$ cat src/common/arsp_params.svh
// timing constants and fixed counts for the serial port host
`ifndef ARSP_PARAMS_SVH
`define ARSP_PARAMS_SVH
`define ARSP_CLK_HZ        50000000
`define ARSP_SCLK_DIV      4
`define ARSP_RESULT_BITS   10
`define ARSP_SHORT_BITS    8
`define ARSP_CTRL_BITS     8
`define ARSP_GAP_NS        100
`define ARSP_GAP_CYC       ((`ARSP_GAP_NS * (`ARSP_CLK_HZ / 1000000) + 999) / 1000)
`define ARSP_TEMP_CHANNEL  3'h0
`endif

$ cat src/common/arsp_pkg.sv
// types for the serial port host
package arsp_pkg;
    typedef enum logic [2:0] {
        ST_IDLE  = 3'b000,
        ST_SETUP = 3'b001,
        ST_LOW   = 3'b010,
        ST_HIGH  = 3'b011,
        ST_GAP   = 3'b100
    } arsp_state_t;

    typedef struct packed {
        logic       cs_n;
        logic       rd_wr;
        logic       sclk;
        logic       dout;
        logic       dout_oe;
    } arsp_pins_t;

    typedef struct packed {
        logic [9:0] result;
        logic       full;
    } arsp_rsp_t;
endpackage : arsp_pkg

$ cat src/design/arsp_host.sv
// host end of the converter serial port: reads the result, writes the control byte
// Notes on behaviour
// - host makes every serial clock edge; device is slave only
// - direction line low for control write, high for result read
// - chip select held low for the whole access
// - a read moves ten bits, or eight when the low two are unwanted
// - direction line stays high for the whole read
// - direction goes low then high before every new read
// - direction goes high then low before every further control write
// - chip select may stay low only when no other device shares the bus
// - data lines may be joined into one shared line, three wires total
// - three-wire: direction pulsed low then high before each read
// - three-wire: direction pulsed high then low before each write
`include "arsp_params.svh"
module arsp_host (
    input  wire logic              clk,
    input  wire logic              rst,
    input  wire logic              three_wire,
    input  wire logic              keep_cs_low,
    input  wire logic              rd_start,
    input  wire logic              rd_short,
    input  wire logic              wr_start,
    input  wire logic [7:0]        wr_byte,
    output logic                   busy,
    output logic                   rd_done,
    output arsp_pkg::arsp_rsp_t    rd_rsp,
    output logic                   wr_done,
    output arsp_pkg::arsp_pins_t   pins,
    input  wire logic              din_pin
);
    arsp_pkg::arsp_state_t state_r;
    arsp_pkg::arsp_state_t state_nxt;
    logic       is_rd_r;
    logic       short_r;
    logic [3:0] bit_cnt_r;
    logic [2:0] div_r;
    logic [9:0] rx_r;
    logic [7:0] tx_r;
    logic       din_s1_r;
    logic       din_s2_r;
    logic       rd_done_r;
    logic       wr_done_r;
    logic       cs_n_r;
    logic       rd_wr_r;
    logic       sclk_r;
    logic       dout_r;
    logic       dout_oe_r;
    arsp_pkg::arsp_rsp_t rsp_r;

    wire        tick      = (div_r == 3'(`ARSP_SCLK_DIV - 1));
    wire [3:0]  need_bits = is_rd_r ? (short_r ? 4'(`ARSP_SHORT_BITS) : 4'(`ARSP_RESULT_BITS))
                                    : 4'(`ARSP_CTRL_BITS);
    wire        last_bit  = (bit_cnt_r == need_bits - 4'h1);
    wire        go_rd     = (state_r == arsp_pkg::ST_IDLE) && rd_start;
    wire        go_wr     = (state_r == arsp_pkg::ST_IDLE) && !rd_start && wr_start;

    always_comb begin
        state_nxt = state_r;
        case (state_r)
            arsp_pkg::ST_IDLE:  if (go_rd || go_wr) state_nxt = arsp_pkg::ST_SETUP;
            arsp_pkg::ST_SETUP: if (tick) state_nxt = arsp_pkg::ST_LOW;
            arsp_pkg::ST_LOW:   if (tick) state_nxt = arsp_pkg::ST_HIGH;
            arsp_pkg::ST_HIGH:  if (tick) state_nxt = last_bit ? arsp_pkg::ST_GAP : arsp_pkg::ST_LOW;
            arsp_pkg::ST_GAP:   if (tick) state_nxt = arsp_pkg::ST_IDLE;
            default:            state_nxt = arsp_pkg::ST_IDLE;
        endcase
    end

    always_ff @(posedge clk or posedge rst) begin
        if (rst) begin
            state_r <= arsp_pkg::ST_IDLE;
            div_r   <= 3'h0;
        end else begin
            state_r <= state_nxt;
            div_r   <= (state_r == arsp_pkg::ST_IDLE || tick) ? 3'h0 : div_r + 3'h1;
        end
    end

    always_ff @(posedge clk or posedge rst) begin
        if (rst) begin
            din_s1_r <= 1'b0;
            din_s2_r <= 1'b0;
        end else begin
            din_s1_r <= din_pin;
            din_s2_r <= din_s1_r;
        end
    end

    always_ff @(posedge clk or posedge rst) begin
        if (rst) begin
            is_rd_r   <= 1'b0;
            short_r   <= 1'b0;
            bit_cnt_r <= 4'h0;
            rx_r      <= 10'h000;
            tx_r      <= 8'h00;
            cs_n_r    <= 1'b1;
            rd_wr_r   <= 1'b1;
            sclk_r    <= 1'b1;
            dout_r    <= 1'b0;
            dout_oe_r <= 1'b0;
            rd_done_r <= 1'b0;
            wr_done_r <= 1'b0;
            rsp_r     <= '0;
        end else begin
            rd_done_r <= 1'b0;
            wr_done_r <= 1'b0;
            case (state_r)
                arsp_pkg::ST_IDLE: begin
                    bit_cnt_r <= 4'h0;
                    if (go_rd || go_wr) begin
                        is_rd_r <= go_rd;
                        short_r <= rd_short;
                        tx_r    <= wr_byte;
                        cs_n_r  <= 1'b0;
                        // opposite level first, so every access gets its own direction edge
                        rd_wr_r <= !go_rd;
                    end else begin
                        cs_n_r  <= !keep_cs_low;
                    end
                end
                arsp_pkg::ST_SETUP: begin
                    // write data placed on the line; host drives it only when writing
                    rd_wr_r   <= is_rd_r;
                    dout_oe_r <= !is_rd_r;
                    dout_r    <= tx_r[7];
                    // first fall moves no data; it only arms the bit stream
                    if (tick) sclk_r <= 1'b0;
                end
                arsp_pkg::ST_LOW: begin
                    if (tick) begin
                        sclk_r <= 1'b1;
                        if (is_rd_r) rx_r <= {rx_r[8:0], din_s2_r};
                    end
                end
                arsp_pkg::ST_HIGH: begin
                    if (tick) begin
                        bit_cnt_r <= bit_cnt_r + 4'h1;
                        if (last_bit) begin
                            rd_wr_r   <= !is_rd_r ? 1'b0 : 1'b1;
                            dout_oe_r <= 1'b0;
                        end else begin
                            sclk_r <= 1'b0;
                            tx_r   <= {tx_r[6:0], 1'b0};
                            dout_r <= tx_r[6];
                        end
                    end
                end
                arsp_pkg::ST_GAP: begin
                    if (tick) begin
                        rd_wr_r <= !is_rd_r;
                        cs_n_r  <= keep_cs_low ? 1'b0 : 1'b1;
                        if (is_rd_r) begin
                            rd_done_r   <= 1'b1;
                            rsp_r.full  <= !short_r;
                            rsp_r.result <= short_r ? {rx_r[7:0], 2'b00} : rx_r;
                        end else begin
                            wr_done_r <= 1'b1;
                        end
                    end
                end
                default: ;
            endcase
        end
    end

    assign busy         = (state_r != arsp_pkg::ST_IDLE);
    assign rd_done      = rd_done_r;
    assign wr_done      = wr_done_r;
    assign rd_rsp       = rsp_r;
    assign pins.cs_n    = cs_n_r;
    assign pins.rd_wr   = rd_wr_r;
    assign pins.sclk    = sclk_r;
    assign pins.dout    = dout_r;
    assign pins.dout_oe = dout_oe_r;
endmodule : arsp_host

$ cat config.mk
export PLATFORM = sky130hd
export DESIGN_NAME = arsp_host
export DESIGN_NICKNAME = d
export VERILOG_FILES = /design/src/common/arsp_pkg.sv /design/src/design/arsp_host.sv
export VERILOG_INCLUDE_DIRS = /design/src /design/src/common
export SDC_FILE = /design/constraint.sdc
export NUM_CORES = 1
export LEC_CHECK = 0
export BUFFER_PORTS_ARGS = -buffer_cell sky130_fd_sc_hd__buf_2
export CAP_MARGIN = 10
export CORE_MARGIN = 2
export CORE_UTILIZATION = 51
export DETAILED_ROUTE_END_ITERATION = 16
export GPL_ROUTABILITY_DRIVEN = 1
export GPL_TIMING_DRIVEN = 0
export PLACE_DENSITY_LB_ADDON = 0.3
export SETUP_SLACK_MARGIN = 0.05
export SLEW_MARGIN = 20
export SYNTH_ARGS = -nofsm -noshare
export SYNTH_HDL_FRONTEND = slang
export SYNTH_SLANG_ARGS = --single-unit
$ cat constraint.sdc
create_clock -name clk -period 1.73 [get_ports clk]
set_clock_uncertainty 0.15 [all_clocks]
set_input_delay 0.173 -clock clk [delete_from_list [all_inputs] [get_ports clk]]
set_output_delay 0.173 -clock clk [all_outputs]
set_load 0.01 [all_outputs]
==> qor.yml <==
power_and_ir_drop:
  pwr-share-seq_pct: 34.8
  ir_drop_mv: 0.7681
  power.density_nw_per_um2: 1457
  leakage_nw: 1.599
  p_sw_share_pct: 34.30
  pwr-share-clk_pct: 20.2
  combPwrFrac_pct: 45.0
  intPower_mw: 3.281
  p_switching_mw: 1.713
synth:
  synth_fa_ha_area_share_pct: 1.514
  syn_nets: 237
  yosys_warnings: 0
  synth_cell_types: 44
  avgSynthCellArea_sq_um: 11.37
  async_reset_ff_share_pct: 100.0
  synth-simple-area-share_pct: 12.42
  ys.flop_type: "dfrtp_1"
  syn_area_sq_um: 2479
  muxShareOfSynthArea_pct: 16.81
  synth_compound_area_share_pct: 13.23
  ys_seq_area_share_pct: 50.63
  netlist_instances: 218
  synth_top_family_by_area: "multiplexers"
  synthXorXnorAreaFrac_pct: 0
  synth-seq-cells: 50
  synth-edff-count: 0
clock_tree:
  cts_tree: "built"
  h-tree-depth: 2
  cts-root-buf: "clkbuf_8"
  clock-sinks: 50
  cts.clk_slew.worst_paths_ps: 90
  cts_made_buffers: 5
  clk_path_buf_depth: 2
  clkLatencyLatePin_ps: 300
timing:
  slew_violations: 0
  fmax_mhz: 542.4
  rsz0062_at_grt: "true"
  finalCriticalPeriod_ps: 1844
  finalCritPeriodShare_pct: 106.6
  fin_ws_ps: -113.7
  final_hold_viol_count: 0
  relSlewSlack_pct: 57.61
  setup_viol: 35
  setup_tns_ps: -1702
  worst_pin_slew_ps: 634.9
run_status:
  violations: "negative setup slack"
  status: "finished with violations"
detailed_routing:
  wl_per_cell_um: 17.80
  drc: 0
  via_per_inst: 5.731
  drt-total-wl_um: 5946
  drtIter0Drc: 144
  drt_pass1_iterations: 4
  ant_nets: 0
  vias: 1914
worst_setup_path:
  reg2reg_depth: 7
  start_kind: "flop"
  cp_data_required_time_ps: 1780
  worstPathMaxFanout: 8
  arrival_ps: 1890
  ff2ff_setup_slack_ps: -110
  crit_type: "reg -> reg"
  regToRegEndpoint: "tx_r[0]"
  r2r-start: "is_rd_r"
  crit_path_end_kind: "flop"
global_routing:
  grt_pass1_wl_um: 9011
  grt_pass1_vias: 1821
  antenna_found_initial: 0
  grt_overflow: 0
  grt_usage_pct: 21.89
  grt_max_degree: 29
placement:
  io_buffers: 33
  detailed_place_hpwl_um: 3407
  place_congestion: 0.7867
  dp_cells: 306
min_path:
  holdPathStages: 3
  hold_class: "in -> reg"
  hp-start: "keep_cs_low"
  hold_path_end: "cs_n_r"
finish:
  antennaDiodeCount: 0
  fin_nets: 298
  syn2layout_area_growth_pct: 38.26
  final_cells: 334
  drive_gt1_share_pct: 55.00
  mostFrequentLayoutCells: "44 x dfrtp_1, 35 x buf_2, 18 x mux2_4"
  final_common_cell: "dfrtp_1"
floorplan:
  die_area_sq_um: 5434
  io_pins: 35
  core_area_sq_um: 4692
  fp.dieH_um: 73.72
  rows: 25
  die_w_um: 73.72
  initial_core_util_pct: 52.83
job:
  cap_violations: 0
final cells by class:
class	count	area [sq um]
inverters	12	51.30
clock buffers	6	82.58
fillers	286	1265
plain buffers	15	120.1
clock inverters	2	60.06
multi-input cells	140	1358
flip-flops and latches	50	1259
repair buffers	55	429.2
well taps	54	67.56
registers in the layout, indices dropped and copies added, names as in the netlist, 3 cells and up:
signal,flops
tx_r,8
rx_r,10
div_r,3
rd_rsp,11
bit_cnt_r,4
state_r,3
power by group through the flow:
stage | Sequential, mW | Clock (mW) | Combinational (mW)
4_1_cts | 1.71 | 1.02 | 2.15
3_5_place_dp | 1.72 | 0 | 1.73
6_report | 1.74 | 1.01 | 2.25
2_1_floorplan | 1.65 | 0 | 1.41
3_3_place_gp | 1.70 | 0 | 1.68
5_1_grt | 1.77 | 1.07 | 2.43
worst max-delay path by stage:
stage | to | slack (ps) | start
floorplan | tx_r[1] | -140 | is_rd_r
global placement | wr_done | -450 | rst
detailed placement | rd_rsp[3] | -340 | div_r[0]
CTS | rd_wr_r | -150 | is_rd_r
global route | rd_wr_r | -190 | bit_cnt_r[3]
finish | tx_r[0] | -110 | is_rd_r
cell families (layout without fill, tap and decap cells):
logic type,count (synthesis),in the layout
AOI/OAI and AO/OA,45,45
DFF,50,50
adders and majority gates,3,3
muxes,38,38
buffers and inverters,28,90
and+or+nand+nor,54,54
metal layers:
layer  global-route usage (%)  up-vias  share of wire (%)
li1                         -      900                  -
met1                    27.68      966                 43
met5                        0        -                  0
met3                    4.938        7                3.2
met2                    38.00       41                 53
met4                    5.253        0                1.1
through the flow:
step | area, sq um | setup slack, ps | hold slack, ps | total power [mW] | utilization, %
3_3_place_gp | 2735 | -451.1 | 131.4 | 3.385 | 58.29
3_5_place_dp | 2763 | -336.4 | 133.1 | 3.445 | 58.88
6_report | 3427 | -113.7 | 28.61 | 4.994 | 73.04
4_1_cts | 3236 | -151.8 | 5.369 | 4.875 | 68.96
5_1_grt | 3427 | -187.6 | 26.78 | 5.270 | 73.04
2_1_floorplan | 2502 | -142.4 | 54.43 | 3.062 | -
Yosys cell counts, types with 3 or more instances:
library cell	instances	share of area, %
dfrtp_1	47	47
mux2_2	25	11
a21oi_1	17	3.4
nor2_1	16	2.4
mux2i_1	12	4.8
inv_1	11	1.7
nand2_1	9	1.4
o21ai_0	9	1.8
nor3_1	7	1.4
buf_4	6	1.8
buf_2	5	1.0
clkbuf_1	4	0.61
nand3_1	4	0.81
a22o_1	3	1.1
dfstp_2	3	3.2
ha_1	3	1.5
nand2b_1	3	0.76
nand3b_1	3	0.91
worst max-delay path: stages (launching register included):
cell and delay (ps):
dfrtp_1 420, nor2b_4 150, buf_4 140, a31oi_4 260, buf_4 160, buf_6 130, a31oi_1 90, a31o_2 240
timing repair:
item                                   in CTS  in global routing
hold buffers                                3                  1
pin swaps                                   6                  9
gates cloned                                1                  1
endpoints found under the hold margin      27                  1
setup buffers                              12                  3
resized for setup                          53                 44
setup endpoints to repair                  39                 43
(Power assumes the default switching activity.)
